--- config.mk ---
export PLATFORM = sky130hd
export DESIGN_NAME = tca_ctrl_flat
export DESIGN_NICKNAME = d
export VERILOG_FILES = /design/src/tca_pkg.sv /design/src/tca_if.sv /design/src/tca_ctrl.sv /design/src/flat_wrapper.sv
export VERILOG_INCLUDE_DIRS = /design/src
export SDC_FILE = /design/constraint.sdc
export NUM_CORES = 1
export LEC_CHECK = 0
export BUFFER_PORTS_ARGS = -buffer_cell sky130_fd_sc_hd__buf_4
export CORE_ASPECT_RATIO = 1.4
export CORE_MARGIN = 2
export CORE_UTILIZATION = 25
export CTS_CLUSTER_DIAMETER = 200
export CTS_CLUSTER_SIZE = 20
export DETAILED_ROUTE_END_ITERATION = 8
export PLACE_DENSITY = 0.39
export SLEW_MARGIN = 20
export SYNTH_ARGS = -nofsm -noshare
export SYNTH_HDL_FRONTEND = slang
export SYNTH_HIERARCHICAL = 1
export SYNTH_SLANG_ARGS = --single-unit
--- constraint.sdc ---
create_clock -name i_clk -period 14.9 [get_ports i_clk]
set_input_delay 2.235 -clock i_clk [delete_from_list [all_inputs] [get_ports i_clk]]
set_output_delay 2.235 -clock i_clk [all_outputs]
set_load 0.005 [all_outputs]
--- src/tca_defs.svh ---
// Purpose: Constants for the transfer controller activation front end.
// Assumes: Byte addresses are 24 bits; RAM and vector words are 16 bits.
// Notes:   Offsets, counts and tables only; no logic here.
`ifndef TCA_DEFS_SVH
`define TCA_DEFS_SVH

`define TCA_NSRC 32
`define TCA_NEVT 16
`define TCA_EVT_SRC 5'h05
`define TCA_VEC_BASE 24'h000400
`define TCA_DESC_UPPER 8'hff
`define TCA_DESC_LAST 3'h5
`define TCA_DESC_BYTES 24'h00000c
`define TCA_RAM_LO 24'hffec00
`define TCA_RAM_HI 24'hffefff
`define TCA_FIFO_DEPTH 16
`define TCA_WORD_W 16
`define TCA_MEM_WORDS 1024
`define TCA_SW_ENA_BIT 7
// Descriptor word slots: mode A and source high, source low, mode B and
// destination high, destination low, count A, count B
`define TCA_W_SRC_HI 3'h0
`define TCA_W_SRC_LO 3'h1
`define TCA_W_DST_HI 3'h2
`define TCA_W_DST_LO 3'h3
// Hardware vector numbers, source 31 first, source 0 last
`define TCA_VEC_NUMS {7'd107, 7'd106, 7'd105, 7'd104, 7'd98, 7'd94, 7'd90, 7'd89, \
  7'd86, 7'd85, 7'd82, 7'd81, 7'd78, 7'd76, 7'd73, 7'd72, 7'd69, 7'd68, 7'd65, 7'd64, \
  7'd53, 7'd52, 7'd49, 7'd48, 7'd45, 7'd44, 7'd29, 7'd28, 7'd19, 7'd18, 7'd17, 7'd16}

`endif

--- src/tca_pkg.sv ---
// Purpose: Types and shared decoding for the activation front end.
// Assumes: tca_defs.svh is on the include path.
// Notes:   Source index order equals default priority order.
`include "tca_defs.svh"

package tca_pkg;

  typedef logic [6:0] tca_vec_t;
  typedef logic [15:0] tca_word_t;
  typedef logic [23:0] tca_addr_t;

  typedef enum logic [2:0] {
    ST_IDLE, ST_VEC, ST_DESC, ST_CNT_RD, ST_CNT_WR, ST_WAIT, ST_CLR
  } tca_state_e;

  localparam logic [`TCA_NSRC*7-1:0] TCA_VEC_TAB = `TCA_VEC_NUMS;

  // Vector number of a hardware source
  function automatic tca_vec_t tca_vec_num(input logic [4:0] idx);
    return TCA_VEC_TAB[idx*7 +: 7];
  endfunction

  // Lowest set bit wins; bit 5 of the result flags a hit
  function automatic logic [5:0] tca_pick(input logic [31:0] v);
    logic [5:0] r;
    r = 6'h00;
    for (int i = 31; i >= 0; i--) begin
      if (v[i]) begin
        r = {1'b1, 5'(i)};
      end
    end
    return r;
  endfunction

endpackage

--- src/tca_if.sv ---
// Purpose: Link between the transfer controller and the system around it.
// Assumes: Both ends share i_clk.
// Notes:   Clear strobes are one-cycle pulses; RAM uses req/ack.
`timescale 1ns/100ps

interface tca_if;
  logic [31:0] src_flag;
  logic [31:0] src_en;
  logic [31:0] flag_clr;
  logic [31:0] en_clr;
  logic sw_act;
  logic [6:0] sw_vec;
  logic sw_clr;
  logic ram_req;
  logic ram_we;
  logic [23:0] ram_addr;
  logic [15:0] ram_wdata;
  logic ram_ack;
  logic [15:0] ram_rdata;

  modport ctrl (
    input src_flag, src_en, sw_act, sw_vec, ram_ack, ram_rdata,
    output flag_clr, en_clr, sw_clr, ram_req, ram_we, ram_addr, ram_wdata
  );
  modport sys (
    output src_flag, src_en, sw_act, sw_vec, ram_ack, ram_rdata,
    input flag_clr, en_clr, sw_clr, ram_req, ram_we, ram_addr, ram_wdata
  );
endinterface

--- src/tca_ctrl.sv ---
// Purpose: Transfer controller activation, descriptor fetch, event counter.
// Assumes: Other party answers RAM requests and holds flags and enables.
// Notes:   Descriptor words, except those of the event source, leave through a 16-word FIFO.
`timescale 1ns/100ps
`include "tca_defs.svh"

// ----------------------------------------
// Descriptor FIFO
// ----------------------------------------
module tca_fifo #(
  parameter int WIDTH = 16,
  parameter int DEPTH = 16
) (
  input wire logic i_clk,
  input wire logic i_sys_rst,
  input wire logic i_valid,
  output logic o_ready,
  input wire logic [WIDTH-1:0] i_data,
  output logic o_valid,
  input wire logic i_ready,
  output logic [WIDTH-1:0] o_data
);
  localparam int AW = $clog2(DEPTH);
  logic [WIDTH-1:0] mem_ff [DEPTH];
  logic [AW-1:0] wr_ff;
  logic [AW-1:0] rd_ff;
  logic [AW:0] cnt_ff;
  logic [AW:0] nxt_cnt;
  logic push;
  logic pop;

  // Handshakes with honest full and empty
  assign o_ready = (cnt_ff != (AW+1)'(DEPTH));
  assign nxt_cnt = cnt_ff + (AW+1)'(push) - (AW+1)'(pop);
  assign push = i_valid && o_ready;
  assign pop = o_valid && i_ready;
  assign o_data = mem_ff[rd_ff];

  // Storage
  always_ff @(posedge i_clk) begin
    if (push) begin
      mem_ff[wr_ff] <= i_data;
    end
  end

  // Pointers and fill level
  always_ff @(posedge i_clk or posedge i_sys_rst) begin
    if (i_sys_rst) begin
      wr_ff <= '0;
      rd_ff <= '0;
      cnt_ff <= '0;
      o_valid <= 1'b0;
    end else begin
      if (push) begin
        wr_ff <= wr_ff + 1'b1;
      end
      if (pop) begin
        rd_ff <= rd_ff + 1'b1;
      end
      cnt_ff <= nxt_cnt;
      // Valid leaves straight from a flop
      o_valid <= (nxt_cnt != '0);
    end
  end
endmodule

module tca_ctrl
  import tca_pkg::*;
(
  input wire logic i_clk,
  input wire logic i_sys_rst,
  tca_if.ctrl bus,
  input wire logic [15:0] i_event,
  output logic [15:0] o_event_status,
  output logic [15:0] o_desc_data,
  output logic o_desc_valid,
  input wire logic i_desc_ready,
  input wire logic i_xfer_done,
  input wire logic i_xfer_last,
  input wire logic i_xfer_clr_en,
  output logic o_busy
);
  tca_state_e state_ff;
  logic sw_sel_ff;
  logic [4:0] src_ff;
  logic [3:0] evt_ff;
  tca_addr_t desc_ff;
  logic [2:0] idx_ff;
  tca_addr_t sar_ff;
  tca_addr_t dar_ff;
  logic [15:0] ecs_ff;
  logic [15:0] ecs_clr_ff;
  logic ram_req_ff;
  logic ram_we_ff;
  tca_addr_t ram_addr_ff;
  tca_word_t ram_wdata_ff;
  logic [31:0] flag_clr_ff;
  logic [31:0] en_clr_ff;
  logic sw_clr_ff;
  logic [31:0] req;
  logic [5:0] win;
  logic [5:0] evt_win;
  logic is_evt;
  logic fifo_ready;
  logic push;
  logic need_ram;
  tca_vec_t vec;
  tca_addr_t nxt_ram_addr;

  // ----------------------------------------
  // Request gating and arbitration
  // ----------------------------------------
  // enable gates each source; no mask or level enters here
  // event request from any status bit
  always_comb begin
    req = bus.src_flag & bus.src_en;
    req[`TCA_EVT_SRC] = (|ecs_ff) && bus.src_en[`TCA_EVT_SRC];
  end
  assign win = tca_pick(req);
  // lowest pending event; arrival order plays no part
  assign evt_win = tca_pick({16'h0000, ecs_ff});
  assign is_evt = !sw_sel_ff && (src_ff == `TCA_EVT_SRC);
  // software vector; fixed vector per source
  assign vec = sw_sel_ff ? bus.sw_vec : tca_vec_num(src_ff);
  assign push = (state_ff == ST_DESC) && bus.ram_ack && !is_evt;
  assign need_ram = (state_ff == ST_VEC) || (state_ff == ST_CNT_RD) ||
                    (state_ff == ST_CNT_WR) ||
                    ((state_ff == ST_DESC) && (is_evt || fifo_ready));

  // Address of the next RAM access
  always_comb begin
    unique case (state_ff)
      ST_VEC: nxt_ram_addr = `TCA_VEC_BASE + {16'h0000, vec, 1'b0};
      ST_DESC: nxt_ram_addr = desc_ff + {20'h00000, idx_ff, 1'b0};
      ST_CNT_RD: nxt_ram_addr = {sar_ff[23:5], evt_ff, 1'b0};
      ST_CNT_WR: nxt_ram_addr = {dar_ff[23:5], evt_ff, 1'b0};
      default: nxt_ram_addr = ram_addr_ff;
    endcase
  end

  // ----------------------------------------
  // Sequencer
  // ----------------------------------------
  // source arbitration only in idle; the event pick is taken at the last descriptor word
  always_ff @(posedge i_clk or posedge i_sys_rst) begin
    if (i_sys_rst) begin
      state_ff <= ST_IDLE;
      sw_sel_ff <= 1'b0;
      src_ff <= 5'h00;
      evt_ff <= 4'h0;
      desc_ff <= 24'h000000;
      idx_ff <= 3'h0;
    end else begin
      unique case (state_ff)
        ST_IDLE: begin
          // software or enabled request; software first
          if (bus.sw_act) begin
            sw_sel_ff <= 1'b1;
            state_ff <= ST_VEC;
          end else if (win[5]) begin
            sw_sel_ff <= 1'b0;
            src_ff <= win[4:0];
            state_ff <= ST_VEC;
          end
        end
        ST_VEC: if (bus.ram_ack) begin
          desc_ff <= {`TCA_DESC_UPPER, bus.ram_rdata};
          idx_ff <= 3'h0;
          state_ff <= ST_DESC;
        end
        ST_DESC: if (bus.ram_ack) begin
          idx_ff <= idx_ff + 3'h1;
          if (idx_ff == `TCA_DESC_LAST) begin
            evt_ff <= evt_win[3:0];
            state_ff <= is_evt ? ST_CNT_RD : ST_WAIT;
          end
        end
        ST_CNT_RD: if (bus.ram_ack) begin
          state_ff <= ST_CNT_WR;
        end
        ST_CNT_WR: if (bus.ram_ack) begin
          state_ff <= ST_CLR;
        end
        ST_WAIT: if (i_xfer_done) begin
          if (i_xfer_last) begin
            state_ff <= ST_CLR;
          end else begin
            desc_ff <= desc_ff + `TCA_DESC_BYTES;
            idx_ff <= 3'h0;
            state_ff <= ST_DESC;
          end
        end
        ST_CLR: state_ff <= ST_IDLE;
      endcase
    end
  end

  // Descriptor address fields kept for the count access
  always_ff @(posedge i_clk or posedge i_sys_rst) begin
    if (i_sys_rst) begin
      sar_ff <= 24'h000000;
      dar_ff <= 24'h000000;
    end else if ((state_ff == ST_DESC) && bus.ram_ack) begin
      unique case (idx_ff)
        `TCA_W_SRC_HI: sar_ff[23:16] <= bus.ram_rdata[7:0];
        `TCA_W_SRC_LO: sar_ff[15:0] <= bus.ram_rdata;
        `TCA_W_DST_HI: dar_ff[23:16] <= bus.ram_rdata[7:0];
        `TCA_W_DST_LO: dar_ff[15:0] <= bus.ram_rdata;
        default: sar_ff <= sar_ff;
      endcase
    end
  end

  // ----------------------------------------
  // RAM requester
  // ----------------------------------------
  always_ff @(posedge i_clk or posedge i_sys_rst) begin
    if (i_sys_rst) begin
      ram_req_ff <= 1'b0;
      ram_we_ff <= 1'b0;
      ram_addr_ff <= 24'h000000;
      ram_wdata_ff <= 16'h0000;
    end else if (bus.ram_ack) begin
      ram_req_ff <= 1'b0;
      if (state_ff == ST_CNT_RD) begin
        ram_wdata_ff <= bus.ram_rdata + 16'h0001;
      end
    end else if (!ram_req_ff && need_ram) begin
      ram_req_ff <= 1'b1;
      ram_we_ff <= (state_ff == ST_CNT_WR);
      ram_addr_ff <= nxt_ram_addr;
    end
  end

  // ----------------------------------------
  // Completion clears and event status
  // ----------------------------------------
  // clear the software request, event bit, enable or flag as the transfer ends
  always_ff @(posedge i_clk or posedge i_sys_rst) begin
    if (i_sys_rst) begin
      flag_clr_ff <= 32'h00000000;
      en_clr_ff <= 32'h00000000;
      sw_clr_ff <= 1'b0;
      ecs_clr_ff <= 16'h0000;
    end else begin
      flag_clr_ff <= 32'h00000000;
      en_clr_ff <= 32'h00000000;
      sw_clr_ff <= 1'b0;
      ecs_clr_ff <= 16'h0000;
      if (state_ff == ST_WAIT && i_xfer_done && i_xfer_last ||
          state_ff == ST_CNT_WR && bus.ram_ack) begin
        if (sw_sel_ff) begin
          sw_clr_ff <= 1'b1;
        end else if (is_evt) begin
          ecs_clr_ff[evt_ff] <= 1'b1;
        end else if (i_xfer_clr_en) begin
          en_clr_ff[src_ff] <= 1'b1;
        end else begin
          flag_clr_ff[src_ff] <= 1'b1;
        end
      end
    end
  end

  // pending bit absorbs repeats; a new event beats its clear
  always_ff @(posedge i_clk or posedge i_sys_rst) begin
    if (i_sys_rst) begin
      ecs_ff <= 16'h0000;
    end else begin
      ecs_ff <= (ecs_ff & ~ecs_clr_ff) | i_event;
    end
  end

  // Outputs
  assign o_event_status = ecs_ff;
  assign bus.flag_clr = flag_clr_ff;
  assign bus.en_clr = en_clr_ff;
  assign bus.sw_clr = sw_clr_ff;
  assign bus.ram_req = ram_req_ff;
  assign bus.ram_we = ram_we_ff;
  assign bus.ram_addr = ram_addr_ff;
  assign bus.ram_wdata = ram_wdata_ff;

  always_ff @(posedge i_clk or posedge i_sys_rst) begin
    if (i_sys_rst) begin
      o_busy <= 1'b0;
    end else begin
      o_busy <= (state_ff != ST_IDLE);
    end
  end

  tca_fifo #(.WIDTH(`TCA_WORD_W), .DEPTH(`TCA_FIFO_DEPTH)) u_fifo (
    .i_clk(i_clk),
    .i_sys_rst(i_sys_rst),
    .i_valid(push),
    .o_ready(fifo_ready),
    .i_data(bus.ram_rdata),
    .o_valid(o_desc_valid),
    .i_ready(i_desc_ready),
    .o_data(o_desc_data)
  );
endmodule

--- src/flat_wrapper.sv ---
// flat-port wrapper written by rule: the top's interface ports become plain ports
module tca_ctrl_flat import tca_pkg::*;
  (i_clk, i_sys_rst, i_event, o_event_status, o_desc_data, o_desc_valid, i_desc_ready, i_xfer_done, i_xfer_last, i_xfer_clr_en, o_busy, bus_src_flag, bus_src_en, bus_sw_act, bus_sw_vec, bus_ram_ack, bus_ram_rdata, bus_flag_clr, bus_en_clr, bus_sw_clr, bus_ram_req, bus_ram_we, bus_ram_addr, bus_ram_wdata);
  tca_if bus_i ();
  input wire logic i_clk;
  input wire logic i_sys_rst;
  input wire logic [15:0] i_event;
  output logic [15:0] o_event_status;
  output logic [15:0] o_desc_data;
  output logic o_desc_valid;
  input wire logic i_desc_ready;
  input wire logic i_xfer_done;
  input wire logic i_xfer_last;
  input wire logic i_xfer_clr_en;
  output logic o_busy;
  input wire logic [$bits(bus_i.src_flag)-1:0] bus_src_flag;
  input wire logic [$bits(bus_i.src_en)-1:0] bus_src_en;
  input wire logic [$bits(bus_i.sw_act)-1:0] bus_sw_act;
  input wire logic [$bits(bus_i.sw_vec)-1:0] bus_sw_vec;
  input wire logic [$bits(bus_i.ram_ack)-1:0] bus_ram_ack;
  input wire logic [$bits(bus_i.ram_rdata)-1:0] bus_ram_rdata;
  output wire logic [$bits(bus_i.flag_clr)-1:0] bus_flag_clr;
  output wire logic [$bits(bus_i.en_clr)-1:0] bus_en_clr;
  output wire logic [$bits(bus_i.sw_clr)-1:0] bus_sw_clr;
  output wire logic [$bits(bus_i.ram_req)-1:0] bus_ram_req;
  output wire logic [$bits(bus_i.ram_we)-1:0] bus_ram_we;
  output wire logic [$bits(bus_i.ram_addr)-1:0] bus_ram_addr;
  output wire logic [$bits(bus_i.ram_wdata)-1:0] bus_ram_wdata;
  assign bus_i.src_flag = bus_src_flag;
  assign bus_i.src_en = bus_src_en;
  assign bus_i.sw_act = bus_sw_act;
  assign bus_i.sw_vec = bus_sw_vec;
  assign bus_i.ram_ack = bus_ram_ack;
  assign bus_i.ram_rdata = bus_ram_rdata;
  assign bus_flag_clr = bus_i.flag_clr;
  assign bus_en_clr = bus_i.en_clr;
  assign bus_sw_clr = bus_i.sw_clr;
  assign bus_ram_req = bus_i.ram_req;
  assign bus_ram_we = bus_i.ram_we;
  assign bus_ram_addr = bus_i.ram_addr;
  assign bus_ram_wdata = bus_i.ram_wdata;
  tca_ctrl u_core (.i_clk(i_clk), .i_sys_rst(i_sys_rst), .bus(bus_i), .i_event(i_event), .o_event_status(o_event_status), .o_desc_data(o_desc_data), .o_desc_valid(o_desc_valid), .i_desc_ready(i_desc_ready), .i_xfer_done(i_xfer_done), .i_xfer_last(i_xfer_last), .i_xfer_clr_en(i_xfer_clr_en), .o_busy(o_busy));
endmodule
Yosys cells after proc, flatten, opt, wreduce, memory -nomap -nowiden
Memory sizes are Yosys's and may differ from the RTL's.
Index checks and enable logic that the tools add are counted.
{"block": "op_classes", "addsub": 9, "mul": 1, "order_cmp": 4, "n_eq_ne": 20, "shifts": 1, "mux": 93, "bitwise": 6, "reduce_logical": 44}
{"op": "2-to-1 mux 32 bit", "count": 8}
{"op": "indexed part select 224 x 9 -> 7 bit (first input constant)", "count": 1}
{"op": "2-to-1 mux 6 bit", "count": 32}
{"op": "one-hot mux 24 bit (4 select lines)", "count": 1}
{"op": "2-to-1 mux 24 bit", "count": 3}
{"op": "2-to-1 mux 4 bit", "count": 16}
{"op": "2-to-1 mux 16 bit", "count": 3}
{"op": "one-hot mux 24 bit (2 select lines)", "count": 1}
{"op": "2-to-1 mux 3 bit", "count": 14}
{"op": "bitwise AND 32 bit", "count": 1}
{"op": "adder 24 x 4 -> 24 bit", "count": 1}
{"op": "adder 24 x 4 -> 24 bit (second input constant)", "count": 1}
{"op": "one-hot mux 3 bit (7 select lines)", "count": 1}
{"op": "adder 16 x 1 -> 16 bit (second input constant)", "count": 1}
{"op": "bitwise AND 16 bit", "count": 1}
{"op": "NOT 16 bit", "count": 1}
{"op": "bitwise OR 16 bit", "count": 1}
{"op": "OR reduction 16 bit", "count": 1}
{"op": "AND reduction 2 bit", "count": 7}
{"op": "logical AND 1 bit", "count": 13}
{"op": "adder 11 x 8 -> 12 bit (first input constant)", "count": 1}
{"op": "equality test 3 x 2 -> 1 bit (second input constant)", "count": 4}
{"op": "equality test 3 bit (second input constant)", "count": 4}
{"op": "!= test 2 bit (second input constant)", "count": 6}
{"op": "31 further kinds", "count": 55}
{"block": "totals", "ff_bits": 242, "ramBits": 256, "inputBits": 111, "wordCells": 203, "mem_count": 1}
{"name": "u_core.u_fifo.mem_ff", "words": 16, "width": 16, "read_ports": 1, "rd_clocked_by_memory_dff": 0, "write_ports": 1, "line_no": "tca_ctrl.sv:24", "rtl": "logic [WIDTH-1:0] mem_ff [DEPTH];"}

Logic depth before layout (Yosys ltp)
Gate-level depths: netlist of the first run.
{"block": "logic_depth", "ltp_word": 36, "ltp_mapped": 14, "mapped_depth_nobuf": 12}

Modules after synthesis
The synthesis of the first run kept the hierarchy.
{"module": "tca_fifo", "n_inst": 1, "cells_each": 542, "area_each_um2": 10627.7, "seq_area_each_um2": 8037.7}
{"module": "tca_ctrl", "n_inst": 1, "cells_each": 1075, "area_each_um2": 10400.0, "seq_area_each_um2": 5455.2}

Least setup slack after synthesis of the first run
No wires, ideal clock.
{"block": "synth_path", "kind": "input to register", "startpoint": "input port bus_ram_ack", "endpoint": "memory u_core.u_fifo.mem_ff[3][0] (enable)", "t_arrival_ns": 4.397, "required_ns": 14.491, "path_slack_ns": 10.093, "path_stages": 7, "path_buffers": 2, "path_cell_list": "clkbuf_1 > nand2_1 > nor2_1 > and2_1 > clkbuf_1 > nand2_1 > nor3_1"}
{"block": "synth_between", "elab_chain_cells": 5}
{"item": "start: declaration", "line_no": "flat_wrapper.sv:20", "rtl": "input wire logic [$bits(bus_i.ram_ack)-1:0] bus_ram_ack;"}
{"item": "logical AND 1 bit (2 in a row)", "line_no": "tca_ctrl.sv:125", "rtl": "assign push = (state_ff == ST_DESC) && bus.ram_ack && !is_evt;"}
{"item": "named net u_core.push", "line_no": "tca_ctrl.sv:105", "rtl": "logic push;"}
{"item": "logical AND 1 bit", "line_no": "tca_ctrl.sv:35", "rtl": "assign push = i_valid && o_ready;"}
{"item": "named net u_core.u_fifo.push", "line_no": "tca_ctrl.sv:29", "rtl": "logic push;"}
{"item": "2-to-1 mux 1 bit", "line_no": "tca_ctrl.sv:41", "rtl": "if (push) begin"}
{"item": "2-to-1 mux 1 bit (not written as such)", "line_no": "tca_ctrl.sv:42", "rtl": "mem_ff[wr_ff] <= i_data;"}
{"item": "end: declaration", "line_no": "tca_ctrl.sv:24"}
The timed path passes the listed nets, and every way through them passes these cells.

Final worst setup path of the first run
{"block": "layout_path", "startpoint": "register u_core.u_fifo.rd_ff[0]", "endpoint": "output port o_desc_data[9]"}
{"block": "layout_between", "elab_chain_cells": 1}
{"item": "start: declaration", "line_no": "tca_ctrl.sv:26", "rtl": "logic [AW-1:0] rd_ff;"}
{"item": "start signal: assignment", "line_no": "tca_ctrl.sv:58", "rtl": "rd_ff <= rd_ff + 1'b1;"}
{"item": "memory read (16 x 16 bit)"}
{"item": "end: declaration", "line_no": "flat_wrapper.sv:9", "rtl": "output logic [15:0] o_desc_data;"}
Every way passes these cells.

==> qor.txt, run 1 <==
Crit path kind: register to primary output
Final core utilization: 29.97%
Final wirelength: 64320 um
DP HPWL: 45070 um
# DRC: 0
Core area: 83200 sq um
Tightest Pin Transition: 1.063 ns
Routed WL per cell: 21.91 um
Element type at the critical path start: register
Worst-case clock buffer depth: 3
Initial antenna violation count: 0
Area delta synth->final: 18.61%
Setup bufs post-CTS: 0
Worst Skew: 0.04076 ns
Vias post-DR: 13796
CTS tree: done
First-pass iteration count of the detailed router: 5
DRT antenna net count: 0
TritonCTS Buffers: 28
Top FF cell, synth: edfxtp_1
Commonest non-fill, non-tap cell in the layout: buf_4
Gates resized, CTS repair: 0
Number of port buffers: 250
Outcome: finished, final reports clean
P per Cell Area: 163.8 nW/um^2
WP data required: 12.66 ns
Slew Viols, Final: 0
Die area: 86480 sq um
Synth cell types: 76
Layout net count: 1975
Register area share after synthesis: 64.17%
Antenna cells: 0
Chip Width: 249.1 um
Slew HR: 29.16%
Critical Path AT: 3.74 ns
Most frequent cells in the layout: buf_4 (276), edfxtp_1 (256), dfrtp_1 (231)
Post-synthesis cell count: 1617
Hold slack: 0.4140 ns
First-pass GRT wire length: 96200 um
H-tree depth: 1
Final worst-path cycle share: 40.07%
Cell Rows: 125
YS warnings: 6
CTS Sinks: 488
# Max-Cap Violations: 0
CTS root buf: clkbuf_16
RePlAce Congestion: 0.8440
Hold Path Class: register to register
Initial core utilization: 25.27%
Worst vdd ir: 0.00008176 V
RSZ-0062 raised after global routing: false
Vias per inst: 4.699
Leakage power: 9.540 nW
Crit Path Max Fanout: 56
Die Ht: 347.2 um
Later-pin clock latency in the skew report: 0.62 ns
Clock transition at the registers of the reported paths: 0.09 ns
Critical Path Sink Type: primary output
Gr usage total: 14.61%
Syn Area/Cell: 13.00 sq um
Post-Synthesis Cell Area: 21030 sq um
Share of flip-flops with an asynchronous set or reset: 47.54%
Final hold vios: 0
Max Clk Rate: 167.5 MHz
Largest net degree at the start of global routing: 86
GR Overflow Total: 0
Post-synth EDFFs: 256
Fraction of layout cells with a size suffix above 1: 23.80%
Tmin final: 5.970 ns
Setup TNS: 0 ns
DR iter-0 viols: 694
# hold bufs at CTS: 0
Setup-failing EPs final: 0
I/O pin cnt: 252
Vias in the first global route: 14720
Register bit total from synthesis: 488
[cells in the mapped netlist, types with 5 or more instances]
cell	count	share of area (%)
edfxtp_1	256	37
dfrtp_1	232	28
nor2_1	153	2.7
nand2_1	149	2.7
mux2_2	73	3.9
o21ai_0	71	1.7
a21oi_1	62	1.5
clkbuf_1	53	0.95
nor3_1	42	1.0
inv_1	40	0.71
nand3_1	38	0.90
mux2i_1	33	1.6
mux4_2	32	3.4
xnor2_1	29	1.2
a22o_1	24	1.0
o22ai_1	23	0.68
a21o_1	22	0.79
ha_1	21	1.2
xor2_1	21	0.87
nand2b_1	18	0.54
a221o_1	17	0.81
nor2b_1	15	0.45
nand4_1	14	0.42
a31oi_1	10	0.30
buf_1	10	0.18
buf_2	10	0.24
a221oi_1	9	0.37
and2_1	9	0.27
a222oi_1	8	0.38
a22oi_1	8	0.29
and3_1	7	0.21
a211oi_1	6	0.21
buf_4	6	0.21
o211ai_1	6	0.21
o21bai_1	6	0.21
nor3b_1	5	0.18
or3_1	5	0.15
[flip-flops by register name, indices dropped and copies added, names as in the netlist, 3 cells and up]
register / flops
u_core/sar_ff: 19
u_core/u_fifo/wr_ff: 4
u_core/ecs_clr_ff: 16
u_core/state_ff: 3
u_core/o_event_status: 16
u_core/bus.ram_addr: 24
u_core/u_fifo/rd_ff: 4
u_core/src_ff: 5
u_core/bus.ram_wdata: 16
u_core/idx_ff: 3
u_core/bus.flag_clr: 32
u_core/evt_ff: 4
u_core/dar_ff: 19
u_core/desc_ff: 24
u_core/u_fifo/mem_ff: 256
u_core/u_fifo/cnt_ff: 5
u_core/bus.en_clr: 32
[kinds of logic after synthesis]
kind of cell    synth area share, %
fa+ha+maj                     1.440
compound gates                10.12
flops                         64.17
buf+inv                       2.541
mux                           8.979
simple gates                  10.66
xor+xnor                      2.083
other cells                 0.01783
[path summary, 6_finish.rpt]
path / slack [ns] / depth (start not counted) / start / to
setup / recovery: 8.93 / 6 / u_core/u_fifo/rd_ff[0] / o_desc_data[9]
hold / removal: 0.41 / 1 / u_core/ecs_clr_ff[9] / u_core/o_event_status[9]
setup reg to reg: 11.49 / 7 / u_core/state_ff[1] / u_core/u_fifo/mem_ff[7][4]
hold reg to reg: 0.41 / 1 / u_core/ecs_clr_ff[9] / u_core/o_event_status[9]
max in group asynchronous: 11.76 / 3 / i_sys_rst / u_core/sar_ff[7]
min in group asynchronous: 1.70 / 2 / i_sys_rst / u_core/bus.flag_clr[18]
[area by class of cell]
cell class,count,area (sq um)
fill,8516,58260
sequential,488,13500
multi-input combinational,1006,7067
timing repair buffer,276,2072
tap,1079,1350
clock buffer,44,760.7
inverter,41,161.4
clock inverter,2,32.53
[report_power, final]
group / switching (mW) / total (mW) / internal [mW]
clock: 0.459 / 0.813 / 0.354
sequential: 0.237 / 1.84 / 1.60
combinational: 0.789 / 1.43 / 0.644
total: 1.49 / 4.09 / 2.60
[routing by layer]
layer	up-vias	GRT usage, %	share of wire [%]
met5	-	0	0
met4	0	2.987	1.6
met3	41	3.014	5.1
met2	319	27.95	53
met1	7040	16.62	40
li1	6396	-	-
[worst max-delay path, cell delays in order, from the launching register on]
cell,delay (ns)
dfrtp_4,0.94
buf_4,0.86
mux2_2,0.42
o22ai_1,0.15
nor3_1,0.13
a221o_1,0.34
buf_4,0.15
[through the flow]
| step | instances | setup slack (ns) | area [sq um] | total power, mW |
|---|---|---|---|---|
| CTS | 2936 | 8.823 | 24940 | 4.177 |
| global placement | 2890 | 9.507 | 24150 | 3.317 |
| global route | 2936 | 8.661 | 24940 | 4.365 |
| floorplan | 1618 | 6.701 | 21030 | 2.723 |
| finish | 2936 | 8.930 | 24940 | 4.085 |
| detailed placement | 2890 | 9.514 | 24150 | 3.336 |
No activity file was read; power rests on OpenSTA's default activity.
==> run 2, diff against run 1 <==
--- a/config.mk
+++ b/config.mk
@@ -13,7 +13,7 @@
 export CTS_CLUSTER_DIAMETER = 200
 export CTS_CLUSTER_SIZE = 20
 export DETAILED_ROUTE_END_ITERATION = 8
-export PLACE_DENSITY = 0.39
+export PLACE_DENSITY = 0.4
 export SLEW_MARGIN = 20
 export SYNTH_ARGS = -nofsm -noshare
 export SYNTH_HDL_FRONTEND = slang
==> constraint.sdc (replaced) <==
create_clock -name i_clk -period 4.9 [get_ports i_clk]
set_input_delay 0.735 -clock i_clk [delete_from_list [all_inputs] [get_ports i_clk]]
set_output_delay 0.735 -clock i_clk [all_outputs]
set_load 0.005 [all_outputs]
==> run 2 against run 1 <==
Effect of this change:
- power grew to 3.1 times the previous value
- combinational power grew to 3.1 times the previous value
- clock-buffer cell count is the same
- critical path depth is the same
- highest routed layer unchanged
==> qor.txt, run 2 (synthesis gave the netlist of run 1 again) <==
Outcome: finished, final reports clean
CTS root buf: clkbuf_16
Largest net degree at the start of global routing: 130
Final wirelength: 64930 um
Vias post-DR: 14033
First-pass GRT wire length: 97620 um
I/O pin cnt: 252
H-tree depth: 1
# Max-Cap Violations: 0
Cell Rows: 125
Vias in the first global route: 14748
DP HPWL: 45460 um
Vias per inst: 4.759
Initial core utilization: 25.27%
Number of port buffers: 250
Crit Path Max Fanout: 39
# DRC: 0
RR Startpoint: u_core/state_ff[1]
Layout net count: 1986
Gr usage total: 14.85%
RePlAce Congestion: 0.8079
Met2 wire length: 33360 um
Crit path kind: register to primary output
# hold bufs at CTS: 0
CP bufs+invs: 2
Routed WL per cell: 22.02 um
Die Ht: 347.2 um
Met1 Wirelength: 25970 um
Fraction of layout cells with a size suffix above 1: 24.14%
Slew HR: 28.79%
Worst vdd ir: 0.0002932 V
Leakage power: 9.611 nW
Later-pin clock latency in the skew report: 0.63 ns
Critical Path AT: 3.07 ns
Combinational share of power: 35.8%
Sw Share: 36.29%
R2R Setup Slk: 1.54 ns
Setup TNS: 0 ns
Final worst-path cycle share: 77.65%
Commonest non-fill, non-tap cell in the layout: buf_4
CP top delay family: flip-flops
Register share of total power: 44.3%
DRT antenna net count: 0
Hold Path Class: primary input to async pin
Core area: 83200 sq um
Worst Skew: 0.04052 ns
GR Overflow Total: 0
DR iter-0 viols: 757
Initial antenna violation count: 0
Final hold vios: 0
RSZ-0062 raised after global routing: false
Top Layer Used: met4
Net Switching: 4.535 mW
Setup bufs post-CTS: 0
P per Cell Area: 498.7 nW/um^2
Element type at the critical path start: register
Critical Path Sink Type: primary output
Max Clk Rate: 262.8 MHz
Slew Viols, Final: 0
Worst path max stage delay: 0.92 ns
Gates resized, CTS repair: 0
Worst-case clock buffer depth: 3
Clock transition at the registers of the reported paths: 0.09 ns
Met3 WL: 3928 um
Max reg flops: 256
Clock share of power: 19.9%
CTS tree: done
Tmin final: 3.805 ns
Final core utilization: 30.12%
Setup crit start: u_core/u_fifo/rd_ff[0]
CTS Sinks: 488
Die area: 86480 sq um
First-pass iteration count of the detailed router: 5
Chip Width: 249.1 um
Worst path slowest cell: dfrtp_4
Biggest register: u_core/u_fifo/mem_ff
Most frequent cells in the layout: buf_4 (284), edfxtp_1 (256), dfrtp_1 (231)
TritonCTS Buffers: 28
Tightest Pin Transition: 1.068 ns
Setup-failing EPs final: 0
Crit-path cells: buf_12 -> mux2_2 -> o22ai_1 -> nor3_1 -> a221o_1 -> buf_4
WP data required: 4.16 ns
Pint: 7.963 mW
Area delta synth->final: 19.17%
==> run 2: changes by cell type in the layout (fill, tap and decap cells not counted), moves of 2 or more <==
cell and delta:
buf_4 +8, nor3_4 -2, buf_12 +3, nor3_2 +2
nor2_1 +2, diode_2 +2, nor2_2 -2
==> run 2: metal layers <==
metal  vias up  track usage, %
met5         -               0
met4         0           3.897
met3        66           3.411
met2       378           27.25
met1      7174           17.32
li1       6415               -
==> run 2: final timing paths <==
check | end | depth (start not counted)
hold / removal | u_core/u_fifo/cnt_ff[2] | 2
min in group i_clk | u_core/o_event_status[2] | 2
setup reg to reg | u_core/u_fifo/o_valid | 12
max in group asynchronous | u_core/ecs_clr_ff[2] | 3
setup / recovery | o_desc_data[8] | 6
hold reg to reg | u_core/o_event_status[9] | 1
==> run 2: power groups by stage <==
| stage | clock network, mW | registers, mW | logic, mW |
|---|---|---|---|
| finish | 2.49 | 5.54 | 4.47 |
| global route | 2.77 | 5.64 | 4.96 |
| detailed placement | 0 | 5.63 | 4.56 |
| global placement | 0 | 5.61 | 4.52 |
| CTS | 2.62 | 5.55 | 4.58 |
| floorplan | 0 | 5.25 | 3.03 |
==> run 2: per-stage QoR <==
step           hold WS [ns]  power, mW  cells  worst slack (ns)  instance area [sq um]
3_3_place_gp         0.4061      10.13   2901             1.446                  24250
4_1_cts              0.1729      12.75   2947            0.9682                  25050
2_1_floorplan        0.3951      8.280   1618             1.325                  21040
5_1_grt              0.2065      13.36   2947            0.8880                  25050
3_5_place_dp         0.4034      10.20   2901             1.454                  24250
6_report             0.1994      12.50   2949             1.095                  25060
==> run 2: area by class of cell <==
type	count	area [sq um]
diodes	2	5.005
clock buffers	44	760.7
well taps	1079	1350
multi-input cells	1006	7049
fillers	8568	58150
repair buffers	287	2192
inverters	41	157.7
flip-flops and latches	488	13500
clock inverters	2	46.29
==> run 3, diff against run 2 <==
--- a/config.mk
+++ b/config.mk
@@ -13,7 +13,7 @@
 export CTS_CLUSTER_DIAMETER = 200
 export CTS_CLUSTER_SIZE = 20
 export DETAILED_ROUTE_END_ITERATION = 8
-export PLACE_DENSITY = 0.4
+export PLACE_DENSITY = 0.39
 export SLEW_MARGIN = 20
 export SYNTH_ARGS = -nofsm -noshare
 export SYNTH_HDL_FRONTEND = slang
==> constraint.sdc (replaced) <==
create_clock -name i_clk -period 3.8 [get_ports i_clk]
set_input_delay 0.57 -clock i_clk [delete_from_list [all_inputs] [get_ports i_clk]]
set_output_delay 0.57 -clock i_clk [all_outputs]
set_load 0.005 [all_outputs]
==> run 3 against run 2 <==
Effect of this change:
- worst setup slack worse by 0.69 ns
- critical path depth unchanged
- combinational power up 34%
- flip-flop and latch count unchanged
- via count down 0.74%
- sequential share of layout area down 0.18 points
- cell count up 0.37%
- final area up 0.34%
- global-route usage down 0.077 points
- power up 30%
- core utilization up 0.10 points
- critical endpoint is now o_desc_data[7]
- highest routed layer unchanged
==> qor.txt, run 3 (synthesis gave the netlist of run 1 again) <==
Hold Path Class: primary input to async pin
Fill cells: 8576
Worst vdd ir: 0.0003706 V
Tightest Pin Transition: 1.025 ns
Clock transition at the registers of the reported paths: 0.09 ns
P per Cell Area: 646.7 nW/um^2
DP HPWL: 45890 um
Setup bufs post-CTS: 0
Initial antenna violation count: 1
Chip Width: 249.1 um
Footprint of the multi-input gates: 7047 sq um
Area delta synth->final: 19.57%
First-pass iteration count of the detailed router: 6
Die Ht: 347.2 um
GR Overflow Total: 0
Gr usage total: 14.78%
Core area: 83200 sq um
Crit-path cells: buf_12 -> mux2_2 -> o22ai_1 -> nor3_1 -> a221o_1 -> buf_4
DRT antenna net count: 0
Hold slack: 0.03792 ns
Outcome: finished, final reports clean
Leakage power: 9.676 nW
Max reg flops: 256
Largest net degree at the start of global routing: 150
Worst path slowest cell: dfrtp_4
Crit Path Max Fanout: 28
RSZ-0062 raised after global routing: false
CTS tree: done
Cell Rows: 125
Worst Reg-to-Reg Cells: 12
Final worst-path cycle share: 89.21%
Commonest non-fill, non-tap cell in the layout: buf_4
Biggest register: u_core/u_fifo/mem_ff
Max Clk Rate: 295.0 MHz
Tmin final: 3.390 ns
Slew HR: 31.69%
Fraction of layout cells with a size suffix above 1: 24.61%
R2R Setup Slk: 0.63 ns
Final hold vios: 0
# hold bufs at CTS: 0
Vias post-DR: 13929
# Max-Cap Violations: 0
Worst-case clock buffer depth: 3
Die area: 86480 sq um
Crit path kind: register to primary output
Setup-failing EPs final: 0
TritonCTS Buffers: 28
WP data required: 3.23 ns
Worst setup path endpoint: o_desc_data[7]
Initial core utilization: 25.27%
Most frequent cells in the layout: buf_4 (297), edfxtp_1 (256), dfrtp_1 (231)
Final wirelength: 65000 um
Number of port buffers: 250
RR Startpoint: u_core/src_ff[3]
Layout net count: 1999
Worst path max stage delay: 0.75 ns
Gates resized, CTS repair: 0
Critical Path AT: 2.82 ns
H-tree depth: 1
First-pass GRT wire length: 96990 um
FF+latch area: 13500 sq um
Later-pin clock latency in the skew report: 0.62 ns
Setup TNS: 0 ns
Antenna cells: 0
Critical Path Sink Type: primary output
RePlAce Congestion: 0.8353
# DRC: 0
Slew Viols, Final: 0
CTS Sinks: 488
DR iter-0 viols: 720
CTS root buf: clkbuf_16
Worst Skew: 0.03124 ns
Vias in the first global route: 14931
RR Endpoint: u_core/u_fifo/o_valid
Setup crit start: u_core/u_fifo/rd_ff[0]
Routed WL per cell: 21.96 um
Vias per inst: 4.706
I/O pin cnt: 252
Element type at the critical path start: register
==> run 3: worst min path at each step <==
| stage | startpoint | endpoint | slack, ns |
|---|---|---|---|
| 3_3_place_gp | u_core/ecs_clr_ff[9] | u_core/o_event_status[9] | 0.40 |
| 4_1_cts | i_sys_rst | u_core/u_fifo/cnt_ff[4] | 0.009 |
| 5_1_grt | i_sys_rst | u_core/u_fifo/cnt_ff[4] | 0.05 |
| 2_1_floorplan | u_core/ecs_clr_ff[13] | u_core/o_event_status[13] | 0.40 |
| 3_5_place_dp | u_core/ecs_clr_ff[9] | u_core/o_event_status[9] | 0.41 |
| 6_report | i_sys_rst | u_core/u_fifo/cnt_ff[4] | 0.04 |
==> run 3: area by class of cell <==
class | count | share of cell area [%]
Sequential cell | 488 | 53.68
Multi-Input combinational cell | 1006 | 28.03
Timing Repair Buffer | 300 | 9.107
Tap cell | 1079 | 5.369
Clock buffer | 45 | 3.125
Inverter | 41 | 0.6270
Clock inverter | 1 | 0.06469
==> run 3: routing by layer <==
| metal | track usage [%] | up-vias | share of wire [%] |
|---|---|---|---|
| met3 | 3.411 | 62 | 6.3 |
| met1 | 16.77 | 7066 | 39 |
| li1 | - | 6443 | - |
| met5 | 0 | - | 0 |
| met2 | 27.92 | 358 | 53 |
| met4 | 3.295 | 0 | 1.8 |
==> run 3: stage by stage <==
stage,util [%],setup WS [ns],total power [mW],instance area (sq um),cells
after floorplan,-,0.3899,10.68,21040,1618
after global placement,29.25,0.5559,13.19,24340,2914
after detailed placement,29.25,0.5317,13.25,24340,2914
after CTS,30.22,0.3022,16.57,25140,2960
after global routing,30.22,0.2439,17.31,25140,2960
final,30.22,0.4099,16.26,25140,2960
==> run 3: where the power goes <==
| group | internal (mW) | total, mW | switching, mW |
|---|---|---|---|
| sequential | 6.29 | 7.01 | 0.727 |
| clock | 1.42 | 3.24 | 1.82 |
| combinational | 2.66 | 6.00 | 3.34 |
| total | 10.4 | 16.3 | 5.89 |
==> run 3: worst max-delay path, delay by kind of cell (launching register included) <==
family / cells / cell delay [ns]
simple gates: 1 / 0.13
buf+inv: 2 / 0.42
flops: 1 / 0.75
mux: 1 / 0.36
compound gates: 2 / 0.50
